## src/dbsw_defs.svh

```systemverilog
`ifndef DBSW_DEFS_SVH
`define DBSW_DEFS_SVH

// ==========================================================
// bus and wait-switch widths
`define DBSW_AW 32
`define DBSW_DW 32
`define DBSW_WSW 3

// ==========================================================
// memory disable decode
`define DBSW_OPT_DISABLE 3'h6

// ==========================================================
// data request type codes
`define DBSW_DQT_IDMEM 2'h0
`define DBSW_DQT_IO 2'h1
`define DBSW_DQT_IMEM 2'h2

// ==========================================================
// instruction request type codes
`define DBSW_IQT_IMEM 1'h0
`define DBSW_IQT_IDMEM 1'h1

// ==========================================================
// serial controller window in the data i/o space
`define DBSW_SER_BASE 32'h0000_8000
`define DBSW_SER_MASK 32'hFFFF_FF00

// ==========================================================
// reset values
`define DBSW_RST_WORD 32'h0000_0000
`define DBSW_RST_WS 3'h0

`endif

```

## src/dbsw_pkg.sv

```systemverilog
package dbsw_pkg;

  // ========================================================
  // request bundles as seen on the processor pins
  typedef struct packed {
    logic req;
    logic rd;
    logic [1:0] typ;
    logic [31:0] addr;
  } dbsw_data_request_t;

  typedef struct packed {
    logic req;
    logic typ;
    logic [31:0] addr;
  } dbsw_instr_request_t;

  // ========================================================
  // access sequencer states, gray along idle-wait-done
  typedef enum logic [1:0] {
    ST_IDLE = 2'h0,
    ST_WAIT = 2'h1,
    ST_DONE = 2'h3
  } dbsw_state_t;

  // ========================================================
  // swap buffer steering
  typedef enum logic [1:0] {
    SW_OFF = 2'h0,
    SW_I2D = 2'h1,
    SW_D2I = 2'h2
  } dbsw_swap_t;

endpackage

```

## src/dbsw_wait_gen.sv

```systemverilog
`timescale 1ns/10ps
`include "dbsw_defs.svh"

module dbsw_wait_gen (
  input wire logic clk_i,
  input wire logic rst_n_i,
  input wire logic start_i,
  input wire logic [2:0] ws_i,
  output logic done_o
);

  logic busy_q;
  logic busy_d;
  logic [2:0] cnt_q;
  logic [2:0] cnt_d;

  // ========================================================
  // count down the switch setting, then flag completion
  assign busy_d = start_i ? 1'b1 : (done_o ? 1'b0 : busy_q);
  assign cnt_d = start_i ? ws_i : (busy_q && cnt_q != 3'h0 ? cnt_q - 3'h1 : cnt_q);
  assign done_o = busy_q && (cnt_q == 3'h0);

  // a zero setting still gives one memory cycle
  always_ff @(posedge clk_i or negedge rst_n_i) begin
    if (!rst_n_i) begin
      busy_q <= 1'b0;
      cnt_q <= `DBSW_RST_WS;
    end else begin
      busy_q <= busy_d;
      cnt_q <= cnt_d;
    end
  end

endmodule

```

## src/dbsw_serial_dec.sv

```systemverilog
`timescale 1ns/10ps
`include "dbsw_defs.svh"

module dbsw_serial_dec (
  input wire logic clk_i,
  input wire logic rst_n_i,
  input dbsw_pkg::dbsw_data_request_t data_request_i,
  input wire logic ser_rdy_i,
  input wire logic ser_irq_i,
  input wire logic irq_to_trap_i,
  output logic ser_cs_o,
  output logic ser_done_o,
  output logic intr_o,
  output logic trap_o
);

  logic hit;
  logic cs_q;
  logic cs_d;

  // ========================================================
  // registers of the serial controller sit in data i/o space
  assign hit = data_request_i.req && (data_request_i.typ == `DBSW_DQT_IO) &&
               ((data_request_i.addr & `DBSW_SER_MASK) == `DBSW_SER_BASE);
  assign cs_d = hit ? 1'b1 : (ser_rdy_i ? 1'b0 : cs_q);
  assign ser_cs_o = cs_q;
  assign ser_done_o = cs_q && ser_rdy_i;

  // interrupt request goes to one processor input, strap chosen
  assign intr_o = ser_irq_i && !irq_to_trap_i;
  assign trap_o = ser_irq_i && irq_to_trap_i;

  always_ff @(posedge clk_i or negedge rst_n_i) begin
    if (!rst_n_i) begin
      cs_q <= 1'b0;
    end else begin
      cs_q <= cs_d;
    end
  end
endmodule

```

## src/dbsw_top.sv

```systemverilog
`timescale 1ns/10ps
`include "dbsw_defs.svh"

// Functional notes
// - option code six disables memories when selected
// - low alignment pin disables memories when selected and adapter present
// - static select picks disable method
// - independent zero-to-seven wait states per space
// - both buses share one address map
// - swap enable/direction decoded from request signals
// - data read of instruction memory via swap
// - fetch from instruction/data memory via swap
// - ordinary accesses bypass the swap buffer
// - hold mode-control inputs high without adapter
// - hold alignment pin high without adapter, except while the swap drives the data bus
// - adapter-shared lines driven only three-state
// - serial controller mapped in data space, irq routed
module dbsw_top (
  input wire logic CLK_I,
  input wire logic RST_N_I,
  input dbsw_pkg::dbsw_data_request_t DATA_REQUEST_I,
  input dbsw_pkg::dbsw_instr_request_t INSTR_REQUEST_I,
  input wire logic [2:0] OPTION_CODE_I,
  input wire logic DISABLE_METHOD_SELECT_I,
  input wire logic ALIGNMENT_PIN_I,
  input wire logic ADAPTER_PRESENT_I,
  input wire logic [2:0] IMEM_WAIT_I,
  input wire logic [2:0] IDMEM_WAIT_I,
  input wire logic [31:0] DBUS_I,
  input wire logic [31:0] IBUS_I,
  input wire logic SER_RDY_I,
  input wire logic SER_IRQ_I,
  input wire logic IRQ_TO_TRAP_I,
  output logic [31:0] DBUS_O,
  output logic DBUS_OE_O,
  output logic [31:0] IBUS_O,
  output logic IBUS_OE_O,
  output logic TRANSCEIVER_OUTPUT_ENABLE_O,
  output logic SWAP_DIR_O,
  output logic [31:0] MEM_ADDR_O,
  output logic IMEM_CS_O,
  output logic IDMEM_CS_O,
  output logic MEM_WE_O,
  output logic MEM_DISABLED_O,
  output logic DRDY_O,
  output logic IRDY_O,
  output logic [1:0] PROCESSOR_MODE_INPUTS_O,
  output logic PROCESSOR_MODE_INPUTS_OE_O,
  output logic ALIGN_HOLD_O,
  output logic ALIGN_HOLD_OE_O,
  output logic SER_CS_O,
  output logic INTR_O,
  output logic TRAP_O
);

  // ========================================================
  // declarations
  dbsw_pkg::dbsw_state_t state_q;
  dbsw_pkg::dbsw_state_t state_d;
  dbsw_pkg::dbsw_swap_t mode_q;
  dbsw_pkg::dbsw_swap_t mode_d;
  dbsw_pkg::dbsw_data_request_t dlat_q;
  dbsw_pkg::dbsw_instr_request_t ilat_q;
  logic d_pend_q;
  logic d_pend_d;
  logic i_pend_q;
  logic i_pend_d;
  logic cur_instr_q;
  logic cur_rd_q;
  logic cur_space_q;
  logic [31:0] cur_addr_q;
  logic [31:0] swap_q;
  logic [31:0] swap_d;
  logic off_q;
  logic align_eff;
  logic opt_off;
  logic pin_off;
  logic mem_off;
  logic d_mem_type;
  logic d_new;
  logic i_new;
  logic idle;
  logic take_d;
  logic take_i;
  logic take;
  logic nxt_instr;
  logic nxt_rd;
  logic nxt_space;
  logic [31:0] nxt_addr;
  logic [1:0] start_w;
  logic [1:0] done_w;
  logic [2:0] ws_w [2];
  logic wait_done;
  logic ser_done;

  // ========================================================
  // memory disable decode; without an adapter the alignment line
  // is held high, so a floating pin cannot drop memory out
  assign align_eff = ADAPTER_PRESENT_I ? ALIGNMENT_PIN_I : 1'b1;
  assign opt_off = (OPTION_CODE_I == `DBSW_OPT_DISABLE);
  assign pin_off = !align_eff;
  assign mem_off = DISABLE_METHOD_SELECT_I ? opt_off : pin_off;

  // ========================================================
  // request capture; a disabled access is left to the adapter
  assign d_mem_type = (DATA_REQUEST_I.typ == `DBSW_DQT_IDMEM) ||
                      (DATA_REQUEST_I.typ == `DBSW_DQT_IMEM);
  assign d_new = DATA_REQUEST_I.req && d_mem_type && !mem_off;
  assign i_new = INSTR_REQUEST_I.req && !mem_off;
  assign idle = (state_q == dbsw_pkg::ST_IDLE);
  assign take_d = idle && d_pend_q;
  assign take_i = idle && !d_pend_q && i_pend_q;
  assign take = take_d || take_i;
  // a new request in the taking cycle is kept: set wins
  assign d_pend_d = d_new ? 1'b1 : (take_d ? 1'b0 : d_pend_q);
  assign i_pend_d = i_new ? 1'b1 : (take_i ? 1'b0 : i_pend_q);

  // ========================================================
  // next access; one address map serves both buses unchanged
  assign nxt_instr = take_i;
  assign nxt_rd = take_i ? 1'b1 : dlat_q.rd;
  assign nxt_space = take_i ? (ilat_q.typ == `DBSW_IQT_IDMEM) :
                     (dlat_q.typ == `DBSW_DQT_IDMEM);
  assign nxt_addr = take_i ? ilat_q.addr : dlat_q.addr;

  // ========================================================
  // swap steering from bus, request type and direction
  always_comb begin
    mode_d = mode_q;
    if (take) begin
      mode_d = dbsw_pkg::SW_OFF;
      if (!nxt_instr && !nxt_space && nxt_rd) begin
        mode_d = dbsw_pkg::SW_I2D;
      end else if (!nxt_instr && !nxt_space) begin
        mode_d = dbsw_pkg::SW_D2I;
      end else if (nxt_instr && nxt_space) begin
        mode_d = dbsw_pkg::SW_D2I;
      end
    end else if (state_q == dbsw_pkg::ST_DONE) begin
      mode_d = dbsw_pkg::SW_OFF;
    end
  end

  // ========================================================
  // access sequencer
  always_comb begin
    state_d = state_q;
    unique case (state_q)
      dbsw_pkg::ST_IDLE: begin
        if (take) begin
          state_d = dbsw_pkg::ST_WAIT;
        end
      end
      dbsw_pkg::ST_WAIT: begin
        if (wait_done) begin
          state_d = dbsw_pkg::ST_DONE;
        end
      end
      dbsw_pkg::ST_DONE: begin
        state_d = dbsw_pkg::ST_IDLE;
      end
      default: begin
        state_d = dbsw_pkg::ST_IDLE;
      end
    endcase
  end

  // ========================================================
  // one wait-state generator per memory space
  assign ws_w[0] = IMEM_WAIT_I;
  assign ws_w[1] = IDMEM_WAIT_I;
  generate
    for (genvar k = 0; k < 2; k++) begin : g_ws
      assign start_w[k] = take && (nxt_space == 1'(k));
      dbsw_wait_gen u_wait (
        .clk_i(CLK_I),
        .rst_n_i(RST_N_I),
        .start_i(start_w[k]),
        .ws_i(ws_w[k]),
        .done_o(done_w[k])
      );
    end
  endgenerate
  assign wait_done = cur_space_q ? done_w[1] : done_w[0];

  // ========================================================
  // swap register follows the source bus until the answer cycle,
  // so the word driven out is the one the source bus last presented
  assign swap_d = (state_q == dbsw_pkg::ST_DONE) ? swap_q :
                  ((mode_q == dbsw_pkg::SW_I2D && !idle) ? IBUS_I : DBUS_I);

  // ========================================================
  // state registers
  always_ff @(posedge CLK_I or negedge RST_N_I) begin
    if (!RST_N_I) begin
      state_q <= dbsw_pkg::ST_IDLE;
      mode_q <= dbsw_pkg::SW_OFF;
      d_pend_q <= 1'b0;
      i_pend_q <= 1'b0;
      off_q <= 1'b0;
      swap_q <= `DBSW_RST_WORD;
    end else begin
      state_q <= state_d;
      mode_q <= mode_d;
      d_pend_q <= d_pend_d;
      i_pend_q <= i_pend_d;
      off_q <= mem_off;
      swap_q <= swap_d;
    end
  end

  // request latches and the current access
  always_ff @(posedge CLK_I or negedge RST_N_I) begin
    if (!RST_N_I) begin
      dlat_q <= '0;
      ilat_q <= '0;
      cur_instr_q <= 1'b0;
      cur_rd_q <= 1'b0;
      cur_space_q <= 1'b0;
      cur_addr_q <= `DBSW_RST_WORD;
    end else begin
      if (d_new) begin
        dlat_q <= DATA_REQUEST_I;
      end
      if (i_new) begin
        ilat_q <= INSTR_REQUEST_I;
      end
      if (take) begin
        cur_instr_q <= nxt_instr;
        cur_rd_q <= nxt_rd;
        cur_space_q <= nxt_space;
        cur_addr_q <= nxt_addr;
      end
    end
  end

  // ========================================================
  // swap buffer drive; nothing crosses outside the transfer cases
  assign DBUS_O = swap_q;
  assign IBUS_O = swap_q;
  assign DBUS_OE_O = (mode_q == dbsw_pkg::SW_I2D) &&
                     (state_q == dbsw_pkg::ST_DONE);
  assign IBUS_OE_O = (mode_q == dbsw_pkg::SW_D2I) &&
                     ((state_q == dbsw_pkg::ST_DONE) ||
                      (state_q == dbsw_pkg::ST_WAIT && !cur_rd_q));
  assign TRANSCEIVER_OUTPUT_ENABLE_O = DBUS_OE_O || IBUS_OE_O;
  assign SWAP_DIR_O = (mode_q == dbsw_pkg::SW_D2I);

  // ========================================================
  // memory side and processor ready
  assign MEM_ADDR_O = cur_addr_q;
  assign IMEM_CS_O = !idle && !cur_space_q;
  assign IDMEM_CS_O = !idle && cur_space_q;
  assign MEM_WE_O = (state_q == dbsw_pkg::ST_DONE) && !cur_rd_q;
  assign MEM_DISABLED_O = off_q;
  assign DRDY_O = ((state_q == dbsw_pkg::ST_DONE) && !cur_instr_q) || ser_done;
  assign IRDY_O = (state_q == dbsw_pkg::ST_DONE) && cur_instr_q;

  // ========================================================
  // lines the adapter may own: three-state only, released on attach
  assign PROCESSOR_MODE_INPUTS_O = 2'h3;
  assign PROCESSOR_MODE_INPUTS_OE_O = !ADAPTER_PRESENT_I;
  assign ALIGN_HOLD_O = 1'b1;
  assign ALIGN_HOLD_OE_O = !ADAPTER_PRESENT_I && !DBUS_OE_O;

  // ========================================================
  // serial controller decode
  dbsw_serial_dec u_ser (
    .clk_i(CLK_I),
    .rst_n_i(RST_N_I),
    .data_request_i(DATA_REQUEST_I),
    .ser_rdy_i(SER_RDY_I),
    .ser_irq_i(SER_IRQ_I),
    .irq_to_trap_i(IRQ_TO_TRAP_I),
    .ser_cs_o(SER_CS_O),
    .ser_done_o(ser_done),
    .intr_o(INTR_O),
    .trap_o(TRAP_O)
  );

  // ========================================================
  // checks
  logic [3:0] wcnt_q;
  logic [2:0] wsel_q;
  always_ff @(posedge CLK_I or negedge RST_N_I) begin
    if (!RST_N_I) begin
      wcnt_q <= 4'h0;
      wsel_q <= 3'h0;
    end else begin
      wcnt_q <= take ? 4'h0 : (state_q == dbsw_pkg::ST_WAIT ? wcnt_q + 4'h1 : wcnt_q);
      wsel_q <= take ? (nxt_space ? IDMEM_WAIT_I : IMEM_WAIT_I) : wsel_q;
    end
  end
endmodule

```

## config.mk

```make
export PLATFORM = sky130hd
export DESIGN_NAME = dbsw_top
export DESIGN_NICKNAME = d
export VERILOG_FILES = /design/src/dbsw_pkg.sv /design/src/dbsw_wait_gen.sv /design/src/dbsw_serial_dec.sv /design/src/dbsw_top.sv
export VERILOG_INCLUDE_DIRS = /design/src
export SDC_FILE = /design/constraint.sdc
export NUM_CORES = 1
export LEC_CHECK = 0
export BUFFER_PORTS_ARGS = -buffer_cell sky130_fd_sc_hd__buf_2
export CORE_ASPECT_RATIO = 1.75
export CORE_UTILIZATION = 44
export DETAILED_ROUTE_END_ITERATION = 16
export PLACE_DENSITY = 0.76
export SLEW_MARGIN = 20
export SYNTH_ARGS = -nofsm -noshare
export SYNTH_HDL_FRONTEND = slang
export SYNTH_SLANG_ARGS = --single-unit
export TNS_END_PERCENT = 20
```

## constraint.sdc

```tcl
create_clock -name CLK_I -period 1.84 [get_ports CLK_I]
set_clock_uncertainty 0.05 [all_clocks]
set_input_delay 0.184 -clock CLK_I [delete_from_list [all_inputs] [get_ports CLK_I]]
set_output_delay 0.184 -clock CLK_I [all_outputs]
set_load 0.005 [all_outputs]
```

### After elaboration in Yosys (flattened, before gate mapping)

Cells that the tools add are included.

| cells by class | value |
|---|---|
| add/sub/neg operators | 2 |
| equal/unequal tests | 10 |
| muxes and demuxes | 29 |
| bitwise operators | 1 |
| reductions and logical operators | 63 |

Operators with widths:

| operator | count |
|---|---|
| 32-bit two-way mux | 2 |
| 1-bit logical AND | 30 |
| 24-bit by 8-bit equality test with 1-bit output (second input constant) | 1 |
| 2-bit nonzero test | 8 |
| 1-bit two-way mux | 15 |
| 2-bit two-way mux | 7 |
| 1-bit logical NOT | 12 |
| 3-bit two-way mux | 4 |
| 2-bit by 1-bit equality test with 1-bit output (second input constant) | 3 |
| 2-bit equality test (second input constant) | 3 |
| 2-bit logical NOT | 3 |
| 3-bit logical NOT | 2 |
| 3-bit nonzero test | 2 |
| 3-bit by 1-bit subtractor with 3-bit output (second input constant) | 2 |
| 1-bit logical OR | 5 |
| 2-bit case mux with 2 select lines | 1 |
| 3-bit equality test (second input constant) | 1 |
| 2-bit by 1-bit inequality test with 1-bit output (second input constant) | 1 |
| 2-bit inequality test (second input constant) | 1 |
| 2-bit AND reduction | 1 |
| 1-bit inverter | 1 |

| word-level totals | value |
|---|---|
| register bits after elaboration | 151 |
| output and inout bits | 114 |

### Logic depth before layout (Yosys ltp)

| logic depth | value |
|---|---|
| depth after elaboration | 9 |
| mapped depth | 7 |

### By module

Synthesis repeated with hierarchy kept, for this count alone.

| unflattened totals | value |
|---|---|
| cell total of the unflattened synthesis | 648 |
| area total of the unflattened synthesis | 7156.9 µm² |

By module, submodules not included:

| module | times used | cells each | area each (µm²) |
|---|---|---|---|
| dbsw_top | 1 | 578 | 6546.3 |
| dbsw_wait_gen | 2 | 27 | 241.5 |
| dbsw_serial_dec | 1 | 16 | 127.6 |

### Least setup slack after synthesis

Ideal clock, no wire load.

| timing | value |
|---|---|
| path type | register to register |
| start point | register state_q[0] |
| end point | register g_ws[0].u_wait.cnt_q[1] |
| library setup time | 125 ps |
| arrival | 1653 ps |
| data required time | 1665 ps |
| setup slack | 11 ps |
| stages on the path, launching flop included | 6 |
| period minus slack after synthesis | 1829 ps |
| path through | dfrtp_1 buf_6 or4b_4 buf_6 o22ai_4 mux2_4 |

| between the ends | value |
|---|---|
| cells in the longest elaborated chain, start to end | 7 |
| elaborated cells between the ends (all ways) | 10 |
| classes of those cells | mux: 2; bitwise: 1; reduce/logical: 7 |

Ends and longest elaborated chain:

| item | RTL line | RTL |
|---|---|---|
| start, declared | dbsw_top.sv:58 | `dbsw_pkg::dbsw_state_t state_q;` |
| start signal, assigned | dbsw_top.sv:196 | `state_q <= dbsw_pkg::ST_IDLE;` |
| start signal, assigned | dbsw_top.sv:203 | `state_q <= state_d;` |
| 2-bit logical NOT (*) | dbsw_top.sv:110 | `assign idle = (state_q == dbsw_pkg::ST_IDLE);` |
| 1-bit logical AND (2 in series) | dbsw_top.sv:112 | `assign take_i = idle && !d_pend_q && i_pend_q;` |
| 1-bit two-way mux | dbsw_top.sv:122 | `` assign nxt_space = take_i ? (ilat_q.typ == `DBSW_IQT_IDMEM) : `` |
| 1-bit inverter | dbsw_top.sv:174 | `assign start_w[k] = take && (nxt_space == 1'(k));` |
| 1-bit logical AND (*) | dbsw_top.sv:174 |  |
| 3-bit two-way mux / 2-bit nonzero test (equally long branches) | - |  |
| end signal, assigned | dbsw_wait_gen.sv:27 | `` cnt_q <= `DBSW_RST_WS; `` |
| end signal, assigned | dbsw_wait_gen.sv:30 | `cnt_q <= cnt_d;` |
| end, declared | dbsw_wait_gen.sv:14 | `logic [2:0] cnt_q;` |

Mark *: on every way between the ends. The rest lies on a longest branch, timed or not.
A chain may end at the register's enable or synchronous reset.

### Worst setup path after layout

| timing | value |
|---|---|
| start point | register state_q[0] |
| end point | register cur_addr_q[20], in the netlist MEM_ADDR_O[20] |

| between the ends | value |
|---|---|
| cells in the longest elaborated chain, start to end | 4 |
| elaborated cells between the ends (all ways) | 6 |
| classes of those cells | mux: 1; reduce/logical: 5 |

Ends and longest elaborated chain:

| item | RTL line | RTL |
|---|---|---|
| 2-bit logical NOT (*) | dbsw_top.sv:110 |  |
| 1-bit logical AND (2 in series) | dbsw_top.sv:112 |  |
| 32-bit two-way mux / 1-bit logical OR (equally long branches) | dbsw_top.sv:124, dbsw_top.sv:113 |  |
| end signal, assigned | dbsw_top.sv:220 | `` cur_addr_q <= `DBSW_RST_WORD; `` |
| end signal, assigned | dbsw_top.sv:232 | `cur_addr_q <= nxt_addr;` |
| end, declared | dbsw_top.sv:71 | `logic [31:0] cur_addr_q;` |

Marks and branches as above.

==> qor.txt <==
Post-synthesis cell type with the largest combined area - dfrtp_1
Congestion Overflow GR - 0
Area of all placed cells without fillers - 9510 um2
Top delay family on crit path - simple AND/OR/NAND/NOR gates
Final worst slack - 0.0581 ns
Worst path arrival time - 2.01 ns
Final cell utilization of the core - 0.634
Average wire per standard cell - 16.7 um
Clock share of power - 0.279
Floorplan row count - 59
Internal - 8.34 mW
Gate count after technology mapping - 614
Antenna violations before repair - 1
Overall die width - 95.9 um
Starting density of the core - 0.453
Total DRC errors in the routed layout - 0
Final count of negative-setup-slack endpoints - 0
Last weighted congestion value of the routability-driven placer - 0.796
Number of warnings reported in the yosys synthesis log - 0
Period Utilization, post-route - 0.968
Achievable Freq - 561 MHz
Clock root buffer - clkbuf_16
Die extent in y - 166 um
Total number of clock tree sinks - 151
Combinational cell fraction of total power - 0.321
CP Class - register to register
Syn_area_per_cell - 11.1 um2
Leakage power - 4.45 nW
Initial detailed-routing violation count - 224
Number of global-route vias before repair - 5725
Worst skew pair latency - 0.41 ns
Number of distinct library cells after synthesis - 41
CTS max path bufs - 2
HPWL reported at the end of detailed placement - 12700 um
H-tree depth reported by CTS - 4
Share of layout cells above drive strength 1 - 0.419
Power share of the sequential group - 0.400
Overall routed net length - 18800 um
Via/cell ratio - 5.06
Setup total negative slack - 0 ns
Total I/O pin count - 265
Placement-stage cell area - 8160 um2
Sw Ratio - 0.326
Count of flip-flops with a built-in enable after synthesis - 0
Tightest Pin Transition - 0.599 ns
Cell breakdown of the critical path - or4b_4 > buf_4 > nand2_1 > a31oi_1
Top cells by area, synth - dfrtp_1 (56%), mux2_2 (10%), nand2_1 (6.0%)
TritonCTS clock tree - built
Ys flop type - dfrtp_1
Post-synthesis register bit count - 151
Post-layout power - 12.4 mW
First-pass GRT wire length - 28600 um
Die area - 15900 um2
Pwr dens - 1300 nW/um2
Port-buffer cells - 261
Slew headroom - 0.601
P_sw - 4.04 mW
Unrepaired setup endpoints after global routing - true
Min cycle time layout - 1.78 ns
Top-area cell type share of the netlist area - 0.557
Total number of vias - 5687
TritonRoute pass-1 iters - 5
Gr usage total - 0.242
Run status - finished clean
Crit end category - register
Net count of the finished layout - 1082
CP max stage cell - or4b_4
Cts bufs inserted - 17
Worst Setup Slack post-DPL - 0.0989 ns
Crit path largest cell delay - 0.57 ns
Pin count of the biggest net entering global routing - 65
Final hold violations - 0
Req. time, crit path - 2.06 ns
Count of maximum capacitance violations - 0
Area delta synth->final - 40.1%
Sequential element share of the synthesized area - 0.557
Register clock-pin slew on the reported worst setup and hold paths - 0.06 ns
Count of final max-slew check failures - 0
Type of the tightest min-delay check - input port to register
Crit path buffers/inverters - 1
Worst Setup Start Kind - register
Core footprint - 15000 um2
CP max FO - 33
IR Drop Worst-Case VDD - 0.699 mV
Remaining antenna violation count - 0
Post-synthesis cell area - 6790 um2
Asr flop ratio synth - 1.00
## what timing repair did
action / 4_1_cts / 5_1_grt
setup buffers: 0 / 0
hold buffers: 75 / 0
hold endpoints to repair: 117 / 0
setup endpoints to repair: 0 / 19
gates resized for setup: 0 / 4
## power groups by stage
stage	registers [mW]	clock network (mW)	logic (mW)
floorplan	4.92	0	2.40
global placement	4.97	0	3.71
detailed placement	5.00	0	3.83
CTS	4.96	3.52	3.95
global route	5.09	3.65	4.46
finish	4.96	3.45	3.97
## per-layer routing
metal | vias up | track usage | part of all wire
met2 | 249 | 0.441 | 0.54
met3 | 42 | 0.0591 | 0.065
met4 | 0 | 0.112 | 0.034
met5 | - | 0 | 0
li1 | 2684 | - | -
met1 | 2712 | 0.251 | 0.36
## worst paths after layout
check / from / end / slack (ns) / cells past startpoint
max in group asynchronous: RST_N_I / state_q[0] / 0.89 / 3
max: state_q[0] / MEM_ADDR_O[20] / 0.06 / 4
max reg2reg: state_q[0] / MEM_ADDR_O[20] / 0.06 / 4
min: DBUS_I[8] / DBUS_O[8] / 0.01 / 3
min in group asynchronous: RST_N_I / dlat_q[13] / 0.22 / 2
min reg2reg: ilat_q[22] / MEM_ADDR_O[22] / 0.42 / 2
## through the flow
step,instances,hold slack [ns]
2_1_floorplan,616,-0.162
3_3_place_gp,1016,0.100
3_5_place_dp,1016,0.103
4_1_cts,1123,0.00274
5_1_grt,1124,0.00232
6_report,1124,0.0122
## cells by family (layout without fill, tap and decap cells)
| family | after synthesis | in the layout | synth area share |
|---|---|---|---|
| buffers and inverters | 80 | 404 | 0.0732 |
| muxes | 102 | 102 | 0.164 |
| and+or+nand+nor | 189 | 189 | 0.122 |
| AOI/OAI and AO/OA | 85 | 85 | 0.0738 |
| adders and majority gates | 4 | 4 | 0.00738 |
| other | 1 | 4 | 0.000553 |
| DFF | 151 | 151 | 0.557 |
| xor gates and xnor gates | 2 | 2 | 0.00258 |
## layout by cell type (no fill, tap or decap), drive strengths merged, types with 2 or more instances in the layout
cell type / synthesis / final
a21oi: 6 / 6
a31oi: 32 / 32
and2: 2 / 2
buf: 54 / 286
bufinv: 0 / 2
clkbuf: 15 / 20
clkinv: 0 / 6
conb: 1 / 3
dfrtp: 151 / 151
dlygate4sd3: 0 / 75
ha: 4 / 4
inv: 11 / 14
mux2: 68 / 68
mux2i: 34 / 34
nand2: 109 / 109
nand2b: 5 / 5
nand3: 3 / 3
nand4b: 2 / 2
nor2: 45 / 45
nor2b: 4 / 4
nor3: 5 / 5
nor4: 4 / 4
nor4b: 2 / 2
o21ai: 40 / 40
o22ai: 2 / 2
or2: 2 / 2
or4b: 2 / 2
xnor2: 2 / 2
## Yosys cell counts (all sizes together), types with 3 or more instances
master / number
nor2: 45
nor3: 5
mux2: 68
dfrtp: 151
nor4: 4
o21ai: 40
ha: 4
inv: 11
nor2b: 4
nand2: 109
a21oi: 6
nand3: 3
mux2i: 34
nand2b: 5
a31oi: 32
buf: 54
clkbuf: 15
## state kept, by name, summed over array words and instances (netlist names)
register,flops
mode_q,2
DBUS_O,32
ilat_q,33
MEM_ADDR_O,32
dlat_q,35
state_q,2
u_ser.ser_cs_o,1
g_ws.u_wait.cnt_q,6
MEM_DISABLED_O,1
d_pend_q,1
cur_rd_q,1
cur_instr_q,1
g_ws.u_wait.busy_q,2
cur_space_q,1
i_pend_q,1
## cell type report
cell class                      count  area, um2
Clock inverter                     12        143
Tap cell                          183        229
Multi-Input combinational cell    385       2530
Sequential cell                   151       3780
Timing Repair Buffer              361       2330
Inverter                           11       41.3
Clock buffer                       20        447
Antenna cell                        1       2.50
Fill cell                        1221       5480
## worst register-to-register path, stage by stage, from the launching register on
cell,delay [ns]
dfrtp_2,0.46
or4b_4,0.57
buf_4,0.28
nand2_1,0.18
a31oi_1,0.11
Note: power is estimated with default switching activity, not from simulation.
